[config.mk]
export PLATFORM = sky130hd
export DESIGN_NAME = daq_dac_fifo_dio_regs
export DESIGN_NICKNAME = d
export VERILOG_FILES = /design/src/hw/daq_regs_pkg.sv /design/src/hw/sticky_flag.sv /design/src/hw/dac_update_pulser.sv /design/src/hw/daq_dac_fifo_dio_regs.sv
export SDC_FILE = /design/constraint.sdc
export NUM_CORES = 1
export LEC_CHECK = 0
export BUFFER_PORTS_ARGS = -buffer_cell sky130_fd_sc_hd__buf_2
export CAP_MARGIN = 20
export CORE_MARGIN = 1
export CORE_UTILIZATION = 55
export CTS_BUF_LIST = sky130_fd_sc_hd__clkbuf_4
export CTS_CLUSTER_DIAMETER = 100
export DETAILED_ROUTE_END_ITERATION = 8
export PLACE_DENSITY = 0.84
export SYNTH_ARGS = -nofsm -noshare
export SYNTH_HDL_FRONTEND = slang
export SYNTH_HIERARCHICAL = 1
export SYNTH_SLANG_ARGS = --single-unit
export TNS_END_PERCENT = 5
[constraint.sdc]
create_clock -name ref_clk -period 5.9 [get_ports ref_clk]
set_input_delay 0.59 -clock ref_clk [delete_from_list [all_inputs] [get_ports ref_clk]]
set_output_delay 0.59 -clock ref_clk [all_outputs]
set_load 0.05 [all_outputs]
[src/hw/daq_regs_pkg.sv]
// Shared constants and types of the acquisition register bank
package daq_regs_pkg;
  ////////////////////////////////////////////////////////////////////////////
  // Timing
  localparam int unsigned CLK_MHZ = 40;
  localparam int unsigned DAC_UPDATE_NS = 50;
  localparam int unsigned DAC_UPDATE_RAW = (DAC_UPDATE_NS * CLK_MHZ) / 1000;
  localparam int unsigned DAC_UPDATE_INT = (DAC_UPDATE_RAW < 1) ? 1 : DAC_UPDATE_RAW;
  localparam logic [1:0] DAC_UPDATE_CYC = 2'(DAC_UPDATE_INT);
  ////////////////////////////////////////////////////////////////////////////
  // Register indexes, byte address is four times the index
  localparam logic [5:0] IDX_REQ_CLEAR = 6'h00;
  localparam logic [5:0] IDX_DAC_LOW = 6'h06;
  localparam logic [5:0] IDX_QUEUE_STATUS = 6'h06;
  localparam logic [5:0] IDX_DAC_HIGH = 6'h07;
  localparam logic [5:0] IDX_ANALOG_STATE = 6'h07;
  localparam logic [5:0] IDX_PORT_A = 6'h08;
  localparam logic [5:0] IDX_PORT_B = 6'h09;
  localparam logic [5:0] IDX_DIO_DA_CTRL = 6'h0B;
  localparam logic [5:0] IDX_QUEUE_CTRL = 6'h0C;
  localparam logic [5:0] IDX_SYNC_UPDATE = 6'h0F;
  localparam logic [5:0] IDX_IRQ_STATUS = 6'h10;
  localparam logic [5:0] IDX_IRQ_ENABLE = 6'h11;
  localparam logic [5:0] IDX_IRQ_CLEAR = 6'h12;
  ////////////////////////////////////////////////////////////////////////////
  // Field positions
  localparam int HB_CHAN_MSB = 7;
  localparam int HB_CHAN_LSB = 6;
  localparam int HB_DATA_MSB = 3;
  localparam int QS_OVERRUN = 3;
  localparam int QS_FULL = 2;
  localparam int QS_HALF = 1;
  localparam int QS_EMPTY = 0;
  localparam int REQ_MSB = 6;
  localparam int REQ_LSB = 4;
  localparam int CTRL_SIM = 5;
  localparam int CTRL_DIR_A = 4;
  localparam int CTRL_DIR_B = 1;
  localparam int QCTRL_ENHANCED = 0;
  localparam int QCTRL_RESET = 1;
  localparam int IRQ_DAC_DONE = 0;
  localparam int IRQ_OVERRUN = 1;
  localparam int IRQ_REQUEST = 2;
  ////////////////////////////////////////////////////////////////////////////
  // Queue geometry and reset values
  localparam logic [11:0] QUEUE_DEPTH = 12'h800;
  localparam logic [11:0] QUEUE_HALF = 12'h400;
  localparam logic [7:0] PORT_RESET = 8'h00;
  localparam logic [7:0] DAC_LOW_RESET = 8'h00;
  localparam logic [3:0] DAC_HIGH_RESET = 4'h0;
  localparam logic [2:0] IRQ_EN_RESET = 3'h0;
  ////////////////////////////////////////////////////////////////////////////
  // Types
  typedef enum logic [1:0] {BUS_IDLE = 2'b01, BUS_ACK = 2'b10} bus_state_t;
  typedef enum logic [1:0] {UPD_IDLE = 2'b01, UPD_LOAD = 2'b10} upd_state_t;
  typedef struct packed {
    logic load;
    logic [1:0] channel;
    logic [11:0] value;
  } dac_out_t;
  typedef struct packed {
    logic [7:0] out;
    logic [7:0] oe_n;
  } dio_port_t;
endpackage

[src/hw/sticky_flag.sv]
// Sticky flag group, a set in the same cycle as a clear wins
`timescale 1ns/1ps
`default_nettype none
module sticky_flag #(
  parameter int W = 3
) (
  // Clock and reset
  input wire logic ref_clk,
  input wire logic rstn,
  // Events and clears
  input wire logic [W-1:0] set,
  input wire logic [W-1:0] clr,
  output var logic [W-1:0] q
);
  typedef struct packed {
    logic [W-1:0] flags;
  } flag_state_t;
  flag_state_t st_r, st_nxt;

  always_comb
  begin
    st_nxt = st_r;
    st_nxt.flags = (st_r.flags & ~clr) | set;
  end

  always_ff @(posedge ref_clk)
  begin
    if (!rstn)
      st_r <= '0;
    else
      st_r <= st_nxt;
  end

  assign q = st_r.flags;
endmodule
`default_nettype wire

[src/hw/dac_update_pulser.sv]
// Converter update strobe, holds the new code and load for the update time
`timescale 1ns/1ps
`default_nettype none
module dac_update_pulser (
  // Clock and reset
  input wire logic ref_clk,
  input wire logic rstn,
  // Update request
  input wire logic start,
  input wire logic [1:0] channel,
  input wire logic [11:0] value,
  // Converter side
  output var daq_regs_pkg::dac_out_t dac_out,
  output var logic done
);
  typedef struct packed {
    daq_regs_pkg::upd_state_t mode;
    logic [1:0] cnt;
    daq_regs_pkg::dac_out_t out;
    logic done;
  } upd_t;
  upd_t st_r, st_nxt;

  always_comb
  begin
    st_nxt = st_r;
    st_nxt.done = 1'b0;
    if (start)
    begin
      st_nxt.mode = daq_regs_pkg::UPD_LOAD;
      st_nxt.out.load = 1'b1;
      st_nxt.out.channel = channel;
      st_nxt.out.value = value;
      st_nxt.cnt = daq_regs_pkg::DAC_UPDATE_CYC - 2'h1;
    end
    else
    begin
      unique case (st_r.mode)
        daq_regs_pkg::UPD_IDLE:
          st_nxt.out.load = 1'b0;
        daq_regs_pkg::UPD_LOAD:
          if (st_r.cnt == 2'h0)
          begin
            st_nxt.mode = daq_regs_pkg::UPD_IDLE;
            st_nxt.out.load = 1'b0;
            st_nxt.done = 1'b1;
          end
          else
            st_nxt.cnt = st_r.cnt - 2'h1;
        default:
          st_nxt.mode = daq_regs_pkg::UPD_IDLE;
      endcase
    end
  end

  always_ff @(posedge ref_clk)
  begin
    if (!rstn)
      st_r <= '{mode: daq_regs_pkg::UPD_IDLE, cnt: 2'h0, out: '0, done: 1'b0};
    else
      st_r <= st_nxt;
  end

  assign dac_out = st_r.out;
  assign done = st_r.done;
endmodule
`default_nettype wire

[src/hw/daq_dac_fifo_dio_regs.sv]
// Acquisition register bank: converter load, queue status, requests, digital ports
//
// Chosen here: the Avalon-MM register port.
`timescale 1ns/1ps
`default_nettype none
module daq_dac_fifo_dio_regs (
  // Clock and reset
  input wire logic ref_clk,
  input wire logic rstn,
  // Avalon-MM slave
  input wire logic [7:0] avs_address,
  input wire logic avs_read,
  input wire logic avs_write,
  input wire logic [31:0] avs_writedata,
  input wire logic [3:0] avs_byteenable,
  output var logic [31:0] avs_readdata,
  output var logic avs_waitrequest,
  // Acquisition side
  input wire logic adc_push,
  input wire logic queue_pop,
  input wire logic [3:0] next_sample_channel,
  input wire logic timer_event,
  input wire logic dio_event,
  input wire logic adc_event,
  // Converter
  output var daq_regs_pkg::dac_out_t dac_out,
  // Digital ports
  input wire logic [7:0] port_a_in,
  input wire logic [7:0] port_b_in,
  output var daq_regs_pkg::dio_port_t port_a,
  output var daq_regs_pkg::dio_port_t port_b,
  // Interrupt
  output var logic irq
);
  ////////////////////////////////////////////////////////////////////////////
  // State
  typedef struct packed {
    daq_regs_pkg::bus_state_t bus;
    logic [31:0] rdata;
    logic [7:0] dac_value_low;
    logic [3:0] dac_value_high;
    logic [1:0] output_channel_select;
    logic simultaneous_update_mode;
    logic dir_a;
    logic dir_b;
    logic enhanced_queue_mode;
    logic [7:0] port_a_out;
    logic [7:0] port_b_out;
    logic [11:0] queue_sample_count;
    logic queue_overrun_flag;
    logic [2:0] irq_en;
  } regs_t;

  localparam regs_t REGS_RESET = '{
    bus: daq_regs_pkg::BUS_IDLE,
    rdata: 32'h0000_0000,
    dac_value_low: daq_regs_pkg::DAC_LOW_RESET,
    dac_value_high: daq_regs_pkg::DAC_HIGH_RESET,
    output_channel_select: 2'h0,
    simultaneous_update_mode: 1'b0,
    dir_a: 1'b1,
    dir_b: 1'b1,
    enhanced_queue_mode: 1'b0,
    port_a_out: daq_regs_pkg::PORT_RESET,
    port_b_out: daq_regs_pkg::PORT_RESET,
    queue_sample_count: 12'h000,
    queue_overrun_flag: 1'b0,
    irq_en: daq_regs_pkg::IRQ_EN_RESET
  };

  regs_t st_r, st_nxt;

  logic [5:0] idx;
  logic acc;
  logic wr_acc;
  logic rd_acc;
  logic wr_high;
  logic upd_start;
  logic [11:0] upd_value;
  logic [1:0] upd_channel;
  logic upd_done;
  logic queue_full_flag;
  logic queue_half_flag;
  logic queue_empty_flag;
  logic queue_reset;
  logic push_ok;
  logic pop_ok;
  logic overrun_event;
  logic [2:0] req_set;
  logic [2:0] req_clr;
  logic [2:0] req_pending;
  logic [2:0] irq_set;
  logic [2:0] irq_clr;
  logic [2:0] irq_status;

  ////////////////////////////////////////////////////////////////////////////
  // Bus decode, one wait cycle then accept
  assign idx = avs_address[7:2];
  assign acc = (st_r.bus == daq_regs_pkg::BUS_ACK);
  assign wr_acc = acc && avs_write && avs_byteenable[0];
  assign rd_acc = acc && avs_read;
  assign avs_waitrequest = !acc;
  assign avs_readdata = st_r.rdata;

  ////////////////////////////////////////////////////////////////////////////
  // Converter update
  // unused high-byte bits dropped
  assign wr_high = wr_acc && (idx == daq_regs_pkg::IDX_DAC_HIGH);
  assign upd_value = wr_high
    ? {avs_writedata[daq_regs_pkg::HB_DATA_MSB:0], st_r.dac_value_low}
    : {st_r.dac_value_high, st_r.dac_value_low};
  assign upd_channel = wr_high
    ? avs_writedata[daq_regs_pkg::HB_CHAN_MSB:daq_regs_pkg::HB_CHAN_LSB]
    : st_r.output_channel_select;
  assign upd_start = (wr_high && !st_r.simultaneous_update_mode)
    || (rd_acc && (idx == daq_regs_pkg::IDX_SYNC_UPDATE) && st_r.simultaneous_update_mode);

  dac_update_pulser u_pulser (
    .ref_clk(ref_clk),
    .rstn(rstn),
    .start(upd_start),
    .channel(upd_channel),
    .value(upd_value),
    .dac_out(dac_out),
    .done(upd_done)
  );

  ////////////////////////////////////////////////////////////////////////////
  // Queue occupancy
  // full flag
  assign queue_full_flag = (st_r.queue_sample_count == daq_regs_pkg::QUEUE_DEPTH);
  assign queue_half_flag = (st_r.queue_sample_count >= daq_regs_pkg::QUEUE_HALF);
  assign queue_empty_flag = (st_r.queue_sample_count == 12'h000);
  assign queue_reset = wr_acc && (idx == daq_regs_pkg::IDX_QUEUE_CTRL)
    && avs_writedata[daq_regs_pkg::QCTRL_RESET];
  // refuse samples when full or overrun
  assign push_ok = adc_push && !queue_full_flag && !st_r.queue_overrun_flag;
  assign pop_ok = queue_pop && !queue_empty_flag;
  assign overrun_event = adc_push && queue_full_flag && !st_r.queue_overrun_flag;

  ////////////////////////////////////////////////////////////////////////////
  // Pending requests and interrupt status
  assign req_set = {timer_event, dio_event, adc_event};
  assign req_clr = (wr_acc && (idx == daq_regs_pkg::IDX_REQ_CLEAR))
    ? avs_writedata[daq_regs_pkg::REQ_MSB:daq_regs_pkg::REQ_LSB] : 3'h0;

  sticky_flag #(.W(3)) u_pending (
    .ref_clk(ref_clk),
    .rstn(rstn),
    .set(req_set),
    .clr(req_clr),
    .q(req_pending)
  );

  always_comb
  begin
    irq_set = 3'h0;
    irq_set[daq_regs_pkg::IRQ_DAC_DONE] = upd_done;
    irq_set[daq_regs_pkg::IRQ_OVERRUN] = overrun_event;
    irq_set[daq_regs_pkg::IRQ_REQUEST] = |req_set;
  end
  assign irq_clr = (wr_acc && (idx == daq_regs_pkg::IDX_IRQ_CLEAR)) ? avs_writedata[2:0] : 3'h0;

  sticky_flag #(.W(3)) u_irq_status (
    .ref_clk(ref_clk),
    .rstn(rstn),
    .set(irq_set),
    .clr(irq_clr),
    .q(irq_status)
  );

  assign irq = |(irq_status & st_r.irq_en);

  ////////////////////////////////////////////////////////////////////////////
  // Next state
  always_comb
  begin
    logic [7:0] rb;
    rb = 8'h00;
    st_nxt = st_r;
    unique case (st_r.bus)
      daq_regs_pkg::BUS_IDLE:
        if (avs_read || avs_write)
          st_nxt.bus = daq_regs_pkg::BUS_ACK;
      daq_regs_pkg::BUS_ACK:
        st_nxt.bus = daq_regs_pkg::BUS_IDLE;
      default:
        st_nxt.bus = daq_regs_pkg::BUS_IDLE;
    endcase
    // Read word captured before the accept edge, no side effect here
    case (idx)
      daq_regs_pkg::IDX_QUEUE_STATUS:
        if (st_r.enhanced_queue_mode)
          rb = {st_r.queue_sample_count[11:8], st_r.queue_overrun_flag,
                queue_full_flag, queue_half_flag, queue_empty_flag};
        else
          rb = st_r.queue_sample_count[7:0];
      daq_regs_pkg::IDX_ANALOG_STATE:
        rb = {1'b0, req_pending, next_sample_channel};
      daq_regs_pkg::IDX_PORT_A:
        rb = st_r.dir_a ? port_a_in : st_r.port_a_out;
      daq_regs_pkg::IDX_PORT_B:
        rb = st_r.dir_b ? port_b_in : st_r.port_b_out;
      daq_regs_pkg::IDX_DIO_DA_CTRL:
      begin
        rb[daq_regs_pkg::CTRL_SIM] = st_r.simultaneous_update_mode;
        rb[daq_regs_pkg::CTRL_DIR_A] = st_r.dir_a;
        rb[daq_regs_pkg::CTRL_DIR_B] = st_r.dir_b;
      end
      daq_regs_pkg::IDX_QUEUE_CTRL:
        rb[daq_regs_pkg::QCTRL_ENHANCED] = st_r.enhanced_queue_mode;
      daq_regs_pkg::IDX_IRQ_STATUS:
        rb = {5'h00, irq_status};
      daq_regs_pkg::IDX_IRQ_ENABLE:
        rb = {5'h00, st_r.irq_en};
      default:
        rb = 8'h00;
    endcase
    if ((st_r.bus == daq_regs_pkg::BUS_IDLE) && avs_read)
      st_nxt.rdata = {24'h00_0000, rb};
    // Register writes at the accept edge
    if (wr_acc)
    begin
      case (idx)
        daq_regs_pkg::IDX_DAC_LOW:
          st_nxt.dac_value_low = avs_writedata[7:0];
        daq_regs_pkg::IDX_DAC_HIGH:
        begin
          st_nxt.dac_value_high = avs_writedata[daq_regs_pkg::HB_DATA_MSB:0];
          st_nxt.output_channel_select =
            avs_writedata[daq_regs_pkg::HB_CHAN_MSB:daq_regs_pkg::HB_CHAN_LSB];
        end
        daq_regs_pkg::IDX_PORT_A:
          st_nxt.port_a_out = avs_writedata[7:0];
        daq_regs_pkg::IDX_PORT_B:
          st_nxt.port_b_out = avs_writedata[7:0];
        daq_regs_pkg::IDX_DIO_DA_CTRL:
        begin
          st_nxt.simultaneous_update_mode = avs_writedata[daq_regs_pkg::CTRL_SIM];
          st_nxt.dir_a = avs_writedata[daq_regs_pkg::CTRL_DIR_A];
          st_nxt.dir_b = avs_writedata[daq_regs_pkg::CTRL_DIR_B];
        end
        daq_regs_pkg::IDX_QUEUE_CTRL:
          st_nxt.enhanced_queue_mode = avs_writedata[daq_regs_pkg::QCTRL_ENHANCED];
        daq_regs_pkg::IDX_IRQ_ENABLE:
          st_nxt.irq_en = avs_writedata[2:0];
        default:
          st_nxt.irq_en = st_r.irq_en;
      endcase
    end
    // sticky overrun, cleared only by queue reset
    if (queue_reset)
    begin
      st_nxt.queue_sample_count = 12'h000;
      st_nxt.queue_overrun_flag = 1'b0;
    end
    else
    begin
      st_nxt.queue_sample_count = st_r.queue_sample_count
        + {11'h000, push_ok} - {11'h000, pop_ok};
      st_nxt.queue_overrun_flag = st_r.queue_overrun_flag || (adc_push && queue_full_flag);
    end
  end

  always_ff @(posedge ref_clk)
  begin
    if (!rstn)
      st_r <= REGS_RESET;
    else
      st_r <= st_nxt;
  end

  ////////////////////////////////////////////////////////////////////////////
  // Port pins, enable low while driving
  assign port_a.out = st_r.port_a_out;
  assign port_a.oe_n = {8{st_r.dir_a}};
  assign port_b.out = st_r.port_b_out;
  assign port_b.oe_n = {8{st_r.dir_b}};
endmodule
`default_nettype wire

==> qor.csv <==
stage,metric,value,unit
clocking,cts_setup_buffers,0,
global_routing,antenna_found_initial,0,
clocking,insertion_delay,460,ps
timing,holdWs,357.6,ps
drt,drt-initial-drc-count,223,
timing,setup_violations,0,
setup_path,critPathLaunchType,register,
final_layout,n_fill_cell,778,
clocking,cts_tree,yes,
place,gp_congestion,0.9092,
synth,synth_edf_count,0,
final_layout,nets,688,
pwr,vdd_drop_max,0.1497,mV
floorplan,initial_utilization,0.5659,
synth,synth_area_per_cell,9.359,um2
timing,rsz0062_at_grt,no,
setup_path,timing.rr.start,st_r[10]$_SDFF_PP0_,
clocking,clk_pin_slew,150,ps
setup_path,cp-end-kind,register,
min_path,hp-class,input port to register,
clocking,htree_levels,3,
place,hpwl,8.581,mm
synth,async_reset_ff_frac,0,
clocking,cts_root_buf,clkbuf_4,
final_layout,drive_gt1_frac,0.2609,
drt,antenna_left,0,
timing,max_clock_freq,288.1,MHz
job,cap_violations,0,
final_layout,final_cell_area,5353,um2
setup_path,r2r-end,st_r[12]$_SDFF_PP0_,
clocking,cts-buffers-inserted,9,
clocking,clockBufferDepth,2,
setup_path,ff2ff_setup_slack,2430,ps
synth,ys_seq_area_frac,0.3308,
outcome,status,completed,
floorplan,coreArea,9196,um2
place,place_area,5197,um2
drt,vias,3923,
floorplan,die_area,9855,um2
pwr,power.density,308.1,nW/um2
setup_path,critPathLaunch,st_r[10]$_SDFF_PP0_,
clocking,clock_sinks,86,
pwr,power,0.001649,W
place,portBuffers,100,
clocking,cts_resized,0,
setup_path,criticalPathCategory,register to register,
timing,slew_violations,0,
drt,dr.pass1.iters,4,
synth,netlist_area,5204,um2
drt,wire_per_inst,16.23,um
timing,period_share,0.5884,
floorplan,die_h,99.27,um
timing,max_slew_margin,0.3709,
floorplan,die_w,99.27,um
final_layout,antenna_cells,0,
clocking,postCtsHoldBufs,0,
timing,fin_crit,3471,ps
drt,route.detailed.drc,0,
setup_path,cp-endpoint,st_r[12]$_SDFF_PP0_,
timing,finClkSkew,19.10,ps
floorplan,ios,154,
min_path,hold_depth,2,
timing,worst_pin_slew,942.6,ps
synth,yosysWarnings,6,
synth,synth_cells,556,
synth,ys_ff_latch,86,
global_routing,grt_remaining_overflow,0,
synth,synth_ff_type,dfxtp_1,
drt,wl,11.51,mm
final_layout,regArea,1722,um2
final_layout,multi_input_area,2739,um2
setup_path,path_max_fanout,5,
timing,hold_viol_final,0,
global_routing,grt_pass1_wl,18.29,mm
floorplan,placementRows,35,
setup_path,r2r_cells,15,
drt,via_per_inst,5.533,
global_routing,grt_max_degree,46,
setup_path,arrival,3830,ps
pwr,leakage,2.552,nW
synth,ys_types,70,
setup_path,required,6260,ps
timing,tns,0,ps
global_routing,grt_pass1_vias,3731,
final_layout,syn2layout_area_growth,2.861,%
global_routing,grt_usage,0.2396,
==> synthesized netlist by cell type (all sizes together) (10+ instances only) <==
cell | number | area [um2]
mux2 | 10 | 135.1
inv | 26 | 97.59
nand3 | 10 | 60.06
mux2i | 62 | 620.6
a21oi | 13 | 65.06
nor2b | 27 | 214.0
ha | 21 | 262.8
clkbuf | 11 | 61.31
buf | 87 | 674.4
dfxtp | 86 | 1722
nor2 | 48 | 180.2
nand2 | 23 | 86.33
and2 | 15 | 106.4
o21ai | 15 | 75.07
==> cells in the final DEF, fill, tap and decap left out, types with 3 or more instances in the layout <==
cell	instances
inv_6	3
o22ai_1	4
mux2i_1	62
nand2_1	23
a22oi_1	3
conb_1	24
nand3_1	8
nand2b_1	7
nor2_1	48
dfxtp_1	86
and3_1	5
o211ai_1	3
mux2_2	4
nor2b_1	21
clkbuf_4	9
and2_1	10
a21oi_1	13
nor3_1	5
inv_1	25
mux2_4	6
and2_4	5
buf_2	100
xnor2_1	7
ha_1	21
a31oi_1	9
o21ai_0	14
o21a_1	6
nor3b_1	5
nor2b_4	6
==> final cells by class <==
class	count	area share
Tap cell	111	0.02595
Clock buffer	9	0.01262
Clock inverter	7	0.01356
Sequential cell	86	0.3216
Inverter	26	0.01823
Timing Repair Buffer	101	0.09631
Multi-Input combinational cell	369	0.5117
==> kinds of logic after synthesis <==
group | synth area share
AND/OR/NAND/NOR | 0.1955
buffers and inverters | 0.1601
flip-flops | 0.3308
AO/OA/AOI/OAI | 0.09978
multiplexers | 0.1452
adder cells (fa/ha/maj) | 0.05434
XOR/XNOR | 0.01347
other | 0.0007206
==> where the power goes <==
group,switching [W],leakage [nW],total (W),internal [W]
registers,0.0000358,0.699,0.000662,0.000626
clock network,0.000239,0.0741,0.000339,0.000100
logic,0.000378,1.78,0.000648,0.000270
==> critical path, stage by stage, from the launching register on <==
cell	delay (ps)
dfxtp_1	420
inv_1	80
ha_1	200
and4b_1	190
and3_1	230
nand2_1	100
nand3b_1	80
ha_1	270
inv_1	40
ha_1	200
fa_1	440
a211o_1	330
a311oi_1	380
o21ai_0	180
xnor2_1	160
nor2_1	50
==> flip-flops by register name, indices dropped and copies added (netlist names) <==
signal and flops:
port_a 9, u_pulser/dac_out 15, u_pulser/done 1, u_pending/q 3
avs_readdata 8, u_pulser/st_r 4, st_r 34, u_irq_status/q 3
port_b 9
==> worst min-delay path by stage <==
stage / start / end / slack, ps
after global routing: adc_event / u_pending/q[0]$_SDFF_PN0_ / 340
final: adc_event / u_pending/q[0]$_SDFF_PN0_ / 360
after global placement: u_pulser/done$_SDFF_PP0_ / u_irq_status/q[0]$_SDFF_PN0_ / 440
after CTS: timer_event / u_pending/q[2]$_SDFF_PN0_ / 350
after detailed placement: u_pulser/done$_SDFF_PP0_ / u_irq_status/q[0]$_SDFF_PN0_ / 430
after floorplan: u_pulser/done$_SDFF_PP0_ / u_irq_status/q[0]$_SDFF_PN0_ / 420
==> per-stage QoR <==
step             util  std cells  setup WS, ps
4_1_cts        0.5804        708          2474
2_1_floorplan       -        579          2865
6_report       0.5820        709          2429
3_3_place_gp   0.5652        692          2542
5_1_grt        0.5820        709          2262
3_5_place_dp   0.5652        692          2509
==> layer usage <==
layer,vias to the layer above,track usage,share of wire
met5,-,0,0
met4,0,0.1346,0.033
met3,29,0.03443,0.045
met2,141,0.4022,0.48
met1,1864,0.2954,0.44
li1,1889,-,-
(Power assumes the default switching activity.)
